--- config.mk ---
export PLATFORM = sky130hd
export DESIGN_NAME = sfr_bank
export DESIGN_NICKNAME = d
export VERILOG_FILES = /design/src/include/sfr_pkg.sv /design/src/logic/sfr_bank.sv
export VERILOG_INCLUDE_DIRS = /design/src /design/src/include
export SDC_FILE = /design/constraint.sdc
export NUM_CORES = 1
export LEC_CHECK = 0
export BUFFER_PORTS_ARGS = -buffer_cell sky130_fd_sc_hd__buf_2
export CAP_MARGIN = 20
export CELL_PAD_IN_SITES_DETAIL_PLACEMENT = 0
export CELL_PAD_IN_SITES_GLOBAL_PLACEMENT = 2
export CORE_MARGIN = 5
export CORE_UTILIZATION = 39
export CTS_CLUSTER_DIAMETER = 150
export DETAILED_ROUTE_END_ITERATION = 16
export HOLD_SLACK_MARGIN = 0.05
export PLACE_DENSITY = 0.86
export SYNTH_ARGS = -nofsm -noshare
export SYNTH_HDL_FRONTEND = slang
export SYNTH_SLANG_ARGS = --single-unit
--- constraint.sdc ---
create_clock -name pclk -period 3.9 [get_ports pclk]
set_input_delay 0.195 -clock pclk [delete_from_list [all_inputs] [get_ports pclk]]
set_output_delay 0.195 -clock pclk [all_outputs]
set_load 0.02 [all_outputs]
--- src/include/sfr_defines.svh ---
// offsets, field positions, reset values and behaviour summary of the sfr bank
//
// Behaviour
// unimplemented register bits read as zero and ignore writes.
// unmapped register locations decode empty and always read zero.
// upper counter byte hidden; high latch bits copy into it on load.
// global core registers reach one physical register from every bank.
// peripheral flags set on their condition regardless of any enable bit.
// software clears a flag before enabling its interrupt.
// eight flags, bits five and four read-only, all reset to zero.
// reduced variant software keeps parallel port flag and enable clear.
// reduced variant omits fourth and fifth ports; reads return zero.
// software keeps bit six of second flag and enable registers clear.
// accesses complete in one cycle; a write is visible on next read.
// converter done flag reads one after a completed conversion.
`ifndef SFR_DEFINES_SVH
`define SFR_DEFINES_SVH

// sfr offsets within a bank (byte address is four times the index)
`define SFR_IDX_PORTD4 9'h008
`define SFR_IDX_PORTE5 9'h009
`define SFR_IDX_PCLATCH 9'h00a
`define SFR_IDX_INTCTL 9'h00b
`define SFR_IDX_PFLAGS 9'h00c
`define SFR_IDX_T1H 9'h00f
`define SFR_IDX_T1CTL 9'h010
`define SFR_IDX_T2CNT 9'h011
`define SFR_IDX_T2CTL 9'h012
`define SFR_IDX_SSBUF 9'h013
`define SFR_IDX_SSCTL 9'h014
`define SFR_IDX_C1L 9'h015
`define SFR_IDX_C1H 9'h016
`define SFR_IDX_C1CTL 9'h017
`define SFR_IDX_RXSTAT 9'h018
`define SFR_IDX_TXDATA 9'h019
`define SFR_IDX_RXDATA 9'h01a
`define SFR_IDX_C2L 9'h01b
`define SFR_IDX_C2H 9'h01c
`define SFR_IDX_C2CTL 9'h01d
`define SFR_IDX_ADHI 9'h01e
`define SFR_IDX_ADCTL 9'h01f
`define SFR_IDX_DIR4 9'h088
`define SFR_IDX_DIR5 9'h089
// chosen offsets for the interrupt glue registers
`define SFR_IDX_IRQ_STATUS 9'h1f0
`define SFR_IDX_IRQ_MASK 9'h1f1

// writable bit masks; zero bits ignore writes (unimplemented, or read-only flag and receive status bits)
`define SFR_MASK_T1CTL 8'h3f
`define SFR_MASK_T2CTL 8'h7f
`define SFR_MASK_CCTL 8'h3f
`define SFR_MASK_ADCTL 8'hfd
`define SFR_MASK_PCLATCH 8'h1f
`define SFR_MASK_FIFTH_PARALLEL_PORT 8'h07
`define SFR_MASK_PFLAGS_W 8'hcf
`define SFR_MASK_RXSTAT_W 8'hf9

// flag bit positions
`define SFR_BIT_PARALLEL 7
`define SFR_BIT_CONVDONE 6
`define SFR_BIT_RXFULL 5
`define SFR_BIT_TXEMPTY 4
`define SFR_BIT_GIE 7

`define SFR_RESET_ZERO 8'h00
`define SFR_IRQ_SRC_W 8

`endif

--- src/include/sfr_pkg.sv ---
// types shared by the sfr bank
package sfr_pkg;
    typedef logic [7:0] sfr_byte_t;
    typedef enum logic [1:0] {
        SFR_BANK0 = 2'b00,
        SFR_BANK1 = 2'b01,
        SFR_BANK2 = 2'b10,
        SFR_BANK3 = 2'b11
    } sfr_bank_t;
endpackage

--- src/logic/sfr_bank.sv ---
// sfr bank with peripheral interrupt flags behind an apb slave
`timescale 1ns/10ps
`include "sfr_defines.svh"

module sfr_bank
    import sfr_pkg::*;
#(
    parameter bit HAS_PARALLEL = 1'b1
)
(
    input wire logic pclk,
    input wire logic presetn,
    input wire logic psel,
    input wire logic penable,
    input wire logic pwrite,
    input wire logic [31:0] paddr,
    input wire logic [31:0] pwdata,
    input wire logic [3:0] pstrb,
    output logic [31:0] prdata,
    output logic pready,
    output logic pslverr,
    input wire logic [7:0] periph_event,
    input wire logic rx_full,
    input wire logic tx_empty,
    input wire logic [7:0] rx_data_in,
    input wire logic [7:0] conv_result_in,
    input wire logic [2:0] rx_errors_in,
    input wire logic counter_load,
    output logic [4:0] pc_high,
    output logic [7:0] timer1_control,
    output logic [7:0] timer2_control,
    output logic [7:0] converter_control_main,
    output logic irq
);

    // ********************************************************************
    // bus decode
    // ********************************************************************
    logic wr_en;
    logic [8:0] idx;
    logic [8:0] loc;
    sfr_bank_t bank_sel;

    // a single-cycle slave: no wait states, never an error
    assign pready = 1'b1;
    assign pslverr = 1'b0;
    assign wr_en = psel & penable & pwrite & pstrb[0];
    assign idx = paddr[10:2];
    assign bank_sel = sfr_bank_t'(idx[8:7]);

    // fold global core registers onto their bank-0 home
    function automatic logic [8:0] fold_global(input logic [8:0] i);
        logic [6:0] off;
        off = i[6:0];
        if (i == `SFR_IDX_IRQ_STATUS || i == `SFR_IDX_IRQ_MASK)
            return i;
        if (off == `SFR_IDX_PCLATCH || off == `SFR_IDX_INTCTL)
            return {2'b00, off};
        return i;
    endfunction

    assign loc = fold_global(idx);

    // ********************************************************************
    // plain storage registers
    // ********************************************************************
    sfr_byte_t t1h_reg, t1ctl_reg, t2cnt_reg, t2ctl_reg, ssbuf_reg, ssctl_reg;
    sfr_byte_t c1l_reg, c1h_reg, c1ctl_reg, txd_reg, c2l_reg, c2h_reg;
    sfr_byte_t c2ctl_reg, adctl_reg, pclatch_reg, intctl_reg, rxstat_reg;
    sfr_byte_t port4_reg, port5_reg, dir4_reg, dir5_reg;
    logic [4:0] pc_high_reg;
    logic [1:0] bank_unused;

    assign bank_unused = bank_sel;

    // write path; each byte masks off its unimplemented bits
    always_ff @(posedge pclk or negedge presetn)
    begin
        if (!presetn)
        begin
            t1h_reg <= `SFR_RESET_ZERO;
            t1ctl_reg <= `SFR_RESET_ZERO;
            t2cnt_reg <= `SFR_RESET_ZERO;
            t2ctl_reg <= `SFR_RESET_ZERO;
            ssbuf_reg <= `SFR_RESET_ZERO;
            ssctl_reg <= `SFR_RESET_ZERO;
            c1l_reg <= `SFR_RESET_ZERO;
            c1h_reg <= `SFR_RESET_ZERO;
            c1ctl_reg <= `SFR_RESET_ZERO;
            txd_reg <= `SFR_RESET_ZERO;
            c2l_reg <= `SFR_RESET_ZERO;
            c2h_reg <= `SFR_RESET_ZERO;
            c2ctl_reg <= `SFR_RESET_ZERO;
            adctl_reg <= `SFR_RESET_ZERO;
            pclatch_reg <= `SFR_RESET_ZERO;
            intctl_reg <= `SFR_RESET_ZERO;
            rxstat_reg <= `SFR_RESET_ZERO;
            port4_reg <= `SFR_RESET_ZERO;
            port5_reg <= `SFR_RESET_ZERO;
            dir4_reg <= `SFR_RESET_ZERO;
            dir5_reg <= `SFR_RESET_ZERO;
        end
        else if (wr_en)
        begin
            unique case (loc)
                `SFR_IDX_T1H: t1h_reg <= pwdata[7:0];
                `SFR_IDX_T1CTL: t1ctl_reg <= pwdata[7:0] & `SFR_MASK_T1CTL;
                `SFR_IDX_T2CNT: t2cnt_reg <= pwdata[7:0];
                `SFR_IDX_T2CTL: t2ctl_reg <= pwdata[7:0] & `SFR_MASK_T2CTL;
                `SFR_IDX_SSBUF: ssbuf_reg <= pwdata[7:0];
                `SFR_IDX_SSCTL: ssctl_reg <= pwdata[7:0];
                `SFR_IDX_C1L: c1l_reg <= pwdata[7:0];
                `SFR_IDX_C1H: c1h_reg <= pwdata[7:0];
                `SFR_IDX_C1CTL: c1ctl_reg <= pwdata[7:0] & `SFR_MASK_CCTL;
                `SFR_IDX_TXDATA: txd_reg <= pwdata[7:0];
                `SFR_IDX_C2L: c2l_reg <= pwdata[7:0];
                `SFR_IDX_C2H: c2h_reg <= pwdata[7:0];
                `SFR_IDX_C2CTL: c2ctl_reg <= pwdata[7:0] & `SFR_MASK_CCTL;
                `SFR_IDX_ADCTL: adctl_reg <= pwdata[7:0] & `SFR_MASK_ADCTL;
                `SFR_IDX_PCLATCH: pclatch_reg <= pwdata[7:0] & `SFR_MASK_PCLATCH;
                `SFR_IDX_INTCTL: intctl_reg <= pwdata[7:0];
                `SFR_IDX_RXSTAT: rxstat_reg <= pwdata[7:0] & `SFR_MASK_RXSTAT_W;
                `SFR_IDX_PORTD4: port4_reg <= HAS_PARALLEL ? pwdata[7:0] : 8'h00;
                `SFR_IDX_PORTE5:
                    port5_reg <= HAS_PARALLEL ? (pwdata[7:0] & `SFR_MASK_FIFTH_PARALLEL_PORT) : 8'h00;
                `SFR_IDX_DIR4: dir4_reg <= HAS_PARALLEL ? pwdata[7:0] : 8'h00;
                `SFR_IDX_DIR5:
                    dir5_reg <= HAS_PARALLEL ? (pwdata[7:0] & `SFR_MASK_FIFTH_PARALLEL_PORT) : 8'h00;
                default: ; // unmapped: write dropped
            endcase
        end
    end

    // ********************************************************************
    // program counter high byte
    // ********************************************************************
    // not on the bus at all; only the latch reaches it, on a counter load
    always_ff @(posedge pclk or negedge presetn)
    begin
        if (!presetn)
            pc_high_reg <= 5'h00;
        else if (counter_load)
            pc_high_reg <= pclatch_reg[4:0];
    end

    // ********************************************************************
    // peripheral flags
    // ********************************************************************
    sfr_byte_t pflags_reg;
    sfr_byte_t pflags_next;
    sfr_byte_t ev_sync1_reg, ev_sync2_reg, ev_prev_reg, ev_rise;
    logic wr_flags;

    // events come from other logic, but sync anyway: sources may be async
    always_ff @(posedge pclk or negedge presetn)
    begin
        if (!presetn)
        begin
            ev_sync1_reg <= 8'h00;
            ev_sync2_reg <= 8'h00;
            ev_prev_reg <= 8'h00;
        end
        else
        begin
            ev_sync1_reg <= periph_event;
            ev_sync2_reg <= ev_sync1_reg;
            ev_prev_reg <= ev_sync2_reg;
        end
    end

    assign ev_rise = ev_sync2_reg & ~ev_prev_reg;
    assign wr_flags = wr_en && loc == `SFR_IDX_PFLAGS;

    // set beats a software write in the same cycle; no enable gates the set
    always_comb
    begin
        pflags_next = pflags_reg;
        if (wr_flags)
            pflags_next = (pflags_reg & ~`SFR_MASK_PFLAGS_W)
                | (pwdata[7:0] & `SFR_MASK_PFLAGS_W);
        pflags_next = pflags_next | ev_rise;
        pflags_next[`SFR_BIT_RXFULL] = rx_full;
        pflags_next[`SFR_BIT_TXEMPTY] = tx_empty;
        if (!HAS_PARALLEL)
            pflags_next[`SFR_BIT_PARALLEL] = 1'b0;
    end

    always_ff @(posedge pclk or negedge presetn)
    begin
        if (!presetn)
            pflags_reg <= `SFR_RESET_ZERO;
        else
            pflags_reg <= pflags_next;
    end

    // ********************************************************************
    // interrupt glue: sticky status, mask, level output
    // ********************************************************************
    sfr_byte_t irq_status_reg, irq_mask_reg;

    // write-one-to-clear; a new event in the same cycle keeps its bit
    always_ff @(posedge pclk or negedge presetn)
    begin
        if (!presetn)
            irq_status_reg <= 8'h00;
        else if (wr_en && loc == `SFR_IDX_IRQ_STATUS)
            irq_status_reg <= (irq_status_reg & ~pwdata[7:0]) | ev_rise;
        else
            irq_status_reg <= irq_status_reg | ev_rise;
    end

    always_ff @(posedge pclk or negedge presetn)
    begin
        if (!presetn)
            irq_mask_reg <= 8'h00;
        else if (wr_en && loc == `SFR_IDX_IRQ_MASK)
            irq_mask_reg <= pwdata[7:0];
    end

    assign irq = |(irq_status_reg & irq_mask_reg);

    // ********************************************************************
    // read path
    // ********************************************************************
    sfr_byte_t rd_byte;

    // unmapped and absent locations read zero
    always_comb
    begin
        unique case (loc)
            `SFR_IDX_T1H: rd_byte = t1h_reg;
            `SFR_IDX_T1CTL: rd_byte = t1ctl_reg;
            `SFR_IDX_T2CNT: rd_byte = t2cnt_reg;
            `SFR_IDX_T2CTL: rd_byte = t2ctl_reg;
            `SFR_IDX_SSBUF: rd_byte = ssbuf_reg;
            `SFR_IDX_SSCTL: rd_byte = ssctl_reg;
            `SFR_IDX_C1L: rd_byte = c1l_reg;
            `SFR_IDX_C1H: rd_byte = c1h_reg;
            `SFR_IDX_C1CTL: rd_byte = c1ctl_reg;
            `SFR_IDX_RXSTAT: rd_byte = rxstat_reg | {5'h00, rx_errors_in};
            `SFR_IDX_TXDATA: rd_byte = txd_reg;
            `SFR_IDX_RXDATA: rd_byte = rx_data_in;
            `SFR_IDX_C2L: rd_byte = c2l_reg;
            `SFR_IDX_C2H: rd_byte = c2h_reg;
            `SFR_IDX_C2CTL: rd_byte = c2ctl_reg;
            `SFR_IDX_ADHI: rd_byte = conv_result_in;
            `SFR_IDX_ADCTL: rd_byte = adctl_reg;
            `SFR_IDX_PCLATCH: rd_byte = pclatch_reg;
            `SFR_IDX_INTCTL: rd_byte = intctl_reg;
            `SFR_IDX_PFLAGS: rd_byte = pflags_reg;
            `SFR_IDX_PORTD4: rd_byte = port4_reg;
            `SFR_IDX_PORTE5: rd_byte = port5_reg;
            `SFR_IDX_DIR4: rd_byte = dir4_reg;
            `SFR_IDX_DIR5: rd_byte = dir5_reg;
            `SFR_IDX_IRQ_STATUS: rd_byte = irq_status_reg;
            `SFR_IDX_IRQ_MASK: rd_byte = irq_mask_reg;
            default: rd_byte = 8'h00;
        endcase
    end

    // upper bits read zero; combinational so a read lands in the access cycle
    assign prdata = {24'h000000, rd_byte};

    assign pc_high = pc_high_reg;
    assign timer1_control = t1ctl_reg;
    assign timer2_control = t2ctl_reg;
    assign converter_control_main = adctl_reg;

endmodule

=== After elaboration in Yosys (flattened, before gate mapping) ===
Cells that the tools add are included.

* Bits in registers: 198
* Word-level logic and storage cells: 108
* Bits of input ports: 103
* Output and inout port bits: 64

* Mux-type cells: 10
* Reduce and logical (&&, ||, !) cells: 27
* Bitwise logic cells: 13
* Equality and inequality tests: 30

{| class="wikitable"
|+ Operators with widths
! operator !! number
|-
| one-hot mux 8 bit (26 select lines) || 1
|-
| equality test 9 x 5 -> 1 bit, second input constant || 16
|-
| equality test 9 x 4 -> 1 bit, second input constant || 6
|-
| AND reduction 2 bit || 21
|-
| equality test 9 bit, second input constant || 4
|-
| 2-to-1 mux 9 bit || 4
|-
| bitwise AND 8 bit || 3
|-
| bitwise OR 8 bit || 3
|-
| equality test 9 x 8 -> 1 bit, second input constant || 2
|-
| 2-to-1 mux 8 bit || 2
|-
| inverter 8 bit || 2
|-
| equality test 7 x 4 -> 1 bit, second input constant || 2
|-
| bitwise OR 6 x 8 -> 8 bit || 1
|-
| bitwise OR 8 x 3 -> 8 bit || 1
|-
| OR reduction 8 bit || 1
|-
| bitwise AND 1 bit || 3
|-
| logical AND 1 bit || 3
|-
| 2-to-1 mux 1 bit || 3
|-
| logical OR 1 bit || 2
|}

=== Logic depth before layout (Yosys ltp) ===
* Word-level depth: 10
* Mapped depth: 8
* Depth with buffers taken out: 5

=== Least setup slack after synthesis ===
No wires, ideal clock.

* Path type: input port to output port
* From: in paddr[2]
* To: out prdata[3]
* Arrival time: 1.831 ns
* Buffers on the path: 3
* Cell stages on the path: 7
* Path slack: 1.874 ns
* Cell sequence: buf_2 -> buf_2 -> buf_2 -> mux2i_1 -> o32ai_1 -> a2111oi_0 -> nand4_1

* Word-level cells in the longest chain between the ends: 8

{| class="wikitable"
|+ Ends and longest elaborated chain
! what !! line !! text
|-
| from (decl) || sfr_bank.sv:16 || <nowiki>input wire logic [31:0] paddr,</nowiki>
|-
| equality test 7 x 4 -> 1 bit (no line) || n/a ||
|-
| logical OR 1 bit (no line) || n/a ||
|-
| 2-to-1 mux 1 bit (2 in series) || sfr_bank.sv:57 || <nowiki>if (off == `SFR_IDX_PCLATCH || off == `SFR_IDX_INTCTL)</nowiki>
|-
| 2-to-1 mux 9 bit || sfr_bank.sv:59 || <nowiki>return i;</nowiki>
|-
| 2-to-1 mux 9 bit * || sfr_bank.sv:57 ||
|-
| equality test 9 bit (tied with other cells) || sfr_bank.sv:230 || <nowiki>unique case (loc)</nowiki>
|-
| one-hot mux 8 bit (26 select lines) * || sfr_bank.sv:230 ||
|-
| to (decl) || sfr_bank.sv:19 || <nowiki>output logic [31:0] prdata,</nowiki>
|}

Every way passes the cells marked *; elsewhere a longest branch is shown, timed or not. The select of a mux whose other input is x is not followed.

=== Worst setup path after layout ===
* From: in paddr[2]
* To: out prdata[7]

The elaborated chain is that of the path after synthesis.

==> results.json <==
{
  "grt_pass1_vias": 7022,
  "core_area_sq_mm": 0.02354,
  "numCtsBuffers": 17,
  "place_congestion": 0.9640,
  "critPathArrivalTime_ns": 2.48,
  "synth.largest_area_cell": "dfrtp_1",
  "worst_r2r_startpoint": "pflags_reg[3]",
  "ant_nets": 0,
  "slew_headroom": 0.4294,
  "preCtsSetupSlack_ns": 1.244,
  "reg2regPathDepth": 1,
  "die-area_sq_mm": 0.02720,
  "yosys.area_share.simple": 0.1328,
  "post-synth-top-area-fraction": 0.5294,
  "fin_nets": 1011,
  "clock_skew_ns": 0.002987,
  "stdcell_area_sq_mm": 0.01071,
  "drc": 0,
  "synth_area_leaders": "dfrtp_1 53%, mux2_2 14%, nand2_1 4.1%",
  "dr.pass1.iters": 6,
  "synth_compound_area_frac": 0.1147,
  "tightest_slew_ns": 0.8560,
  "n_antenna_cell": 0,
  "end_kind": "output pin",
  "final.setup.tns_ns": 0,
  "drive_above_1_share": 0.3062,
  "hold_viol_final": 0,
  "rsz0062_at_grt": "false",
  "cts_tree": "built",
  "slowest_delay_ns": 0.57,
  "via_per_inst": 5.755,
  "antenna_found_initial": 0,
  "synth_edf_count": 0,
  "syn_inst": 821,
  "routed_wl_um": 30560,
  "syn_area_per_cell_sq_um": 11.40,
  "clock_latency_ns": 0.44,
  "crit_type": "in2out",
  "fmax_ghz": 0.3739,
  "grt_pass1_wl_um": 45600,
  "synthDistinctLibCells": 64,
  "initial_core_util": 0.3975,
  "synth_xor_area_frac": 0,
  "synth.area.mux_share": 0.1671,
  "cts_root_buf": "clkbuf_16",
  "startpoint_type": "primary input",
  "synthToLayoutAreaGrowth_pct": 14.45,
  "holdCritPathClass": "in2reg",
  "r2r_slack_ns": 2.97,
  "syn_area_sq_mm": 0.009359,
  "ys.flop_type": "dfrtp_1",
  "placed_area_sq_mm": 0.01003,
  "wl_per_cell_um": 24.65,
  "vias": 7136,
  "drv_slew": 0,
  "holdPathStages": 2,
  "clk_path_buf_depth": 2,
  "synth_fa_ha_area_frac": 0,
  "period_minus_slack_ns": 2.674,
  "cts.sinks": 198,
  "cp_slowest_cell": "or4_1",
  "p_leak_nw": 4.995,
  "utilization": 0.4550,
  "ir_worst_vdd_mv": 0.2876,
  "ys_async_sr_fraction": 1.000,
  "setup_violations": 0,
  "die_w_um": 164.9,
  "required_ns": 3.70,
  "port_buffers": 86,
  "powerDensity_mw_per_mm2": 385.0,
  "htreeDepth": 4,
  "crit_chain": "buf_2, nor2b_1, buf_4, and2_0, a22oi_1, o22ai_1, or4_1, buf_2",
  "pin_count": 167,
  "ys_warn_count": 0,
  "synth_top_family_by_area": "multiplexers",
  "outcome": "finished, final reports clean",
  "grt_max_degree": 105,
  "period_share": 0.6857,
  "worst_slack_ns": 1.226,
  "die_height_um": 164.9,
  "grtUsageTotal": 0.2285,
  "cp-endpoint": "prdata[7]",
  "reg2reg_to": "pflags_reg[3]",
  "worstPathMaxFanout": 17,
  "fillers": 2282,
  "cap_violations": 0,
  "hpwl_um": 21820,
  "cpMostUsedCell": "buf_2",
  "ys_seq_elements": 198,
  "clk_pin_slew_worst_paths_ns": 0.07,
  "cts_resized": 0,
  "synth_seq_area_share": 0.5294,
  "worstSetupStartpoint": "paddr[2]",
  "num_rows": 56,
  "drtIter0Drc": 709,
  "grt-ovfl-total": 0,
  "post-cts-setup-buffer-count": 0
}
## through the flow
step                      total power, mW  cells  hold WS, ns
after CTS                           4.156   1240      0.07841
after detailed placement            2.404   1197       0.3043
after global placement              2.404   1197       0.3027
after global routing                4.258   1240      0.09208
after floorplan                     2.281    849      -0.1006
final                               4.124   1240      0.08598
## power by group
group          switching (mW)  internal, mW  total, mW
Clock                   0.847         0.901       1.75
Combinational           0.221        0.0704      0.291
Sequential             0.0110          2.07       2.09
Total                    1.08          3.05       4.12
## critical path, delay by kind of cell
family	cells	cell delay, ns
AO/OA/AOI/OAI	2	0.41
buffers and inverters	3	0.83
AND/OR/NAND/NOR	3	1.05
## cell families (layout without fill, tap and decap cells)
kind of cell	Yosys count	in the layout
and+or+nand+nor	228	228
DFF	198	198
AOI/OAI and AO/OA	159	159
muxes	137	137
buffers and inverters	97	169
other	2	30
## Yosys cell counts (all sizes together), types with 2 or more instances
| library cell | number |
|---|---|
| dfrtp | 198 |
| mux2 | 114 |
| nand2 | 102 |
| o21ai | 60 |
| buf | 47 |
| clkbuf | 35 |
| a22oi | 29 |
| nor2 | 21 |
| mux2i | 19 |
| nand4 | 19 |
| nor3 | 18 |
| nand3 | 16 |
| inv | 15 |
| a22o | 14 |
| a21oi | 12 |
| nor4 | 8 |
| a221o | 7 |
| and3 | 7 |
| o22ai | 7 |
| nor2b | 6 |
| a2111oi | 5 |
| a221oi | 5 |
| or3 | 5 |
| mux4 | 4 |
| nor3b | 4 |
| o32ai | 4 |
| o22a | 3 |
| o31ai | 3 |
| or3b | 3 |
| or4 | 3 |
| a211oi | 2 |
| a32o | 2 |
| and2 | 2 |
| and3b | 2 |
| and4 | 2 |
| conb | 2 |
| nand3b | 2 |
| or2 | 2 |
## cell usage in the layout (no fill, tap or decap), types with 7 or more instances in the layout
cell / Yosys / final
a21oi_1: 12 / 12
clkbuf_16: 0 / 17
and3_1: 7 / 7
o21ai_0: 60 / 60
nor3_1: 10 / 10
a22oi_1: 29 / 29
dfrtp_1: 198 / 198
mux2i_1: 19 / 19
buf_4: 31 / 25
nand3_1: 16 / 16
buf_2: 11 / 85
nand2_1: 102 / 102
dlygate4sd3_1: 0 / 11
a22o_1: 14 / 14
nor2_1: 19 / 18
inv_1: 15 / 15
mux2_2: 114 / 114
conb_1: 2 / 30
o22ai_1: 7 / 7
nand4_1: 18 / 18
a221o_1: 7 / 7
## area by class of cell
type	count	area, sq um	share of cell area
multi-input combinational	554	3995	0.3730
timing repair buffer	122	737.0	0.06880
tap	319	399.1	0.03726
inverter	15	56.30	0.005256
clock inverter	14	140.1	0.01308
sequential	198	4955	0.4626
clock buffer	18	429.2	0.04007
## worst min-delay path by stage
stage / to / slack [ns] / from
after floorplan: c1ctl_reg[0] / -0.10 / presetn
final: pc_high[0] / 0.09 / counter_load
after detailed placement: pflags_reg[4] / 0.30 / tx_empty
after global routing: pc_high[3] / 0.09 / counter_load
after CTS: pc_high[0] / 0.08 / counter_load
after global placement: ev_sync1_reg[3] / 0.30 / periph_event[3]
## repair_timing
item / in CTS / in global routing
hold endpoints to repair: 111 / 0
setup endpoints to repair: 0 / 0
hold buffers: 11 / 0
## layer usage
metal / up-vias / share of wire / global-route usage
met4: 0 / 0.036 / 0.08733
met3: 69 / 0.078 / 0.04842
met1: 3614 / 0.43 / 0.3210
met5: - / 0 / 0
met2: 333 / 0.46 / 0.3477
li1: 3120 / - / -
(Power assumes the default switching activity.)
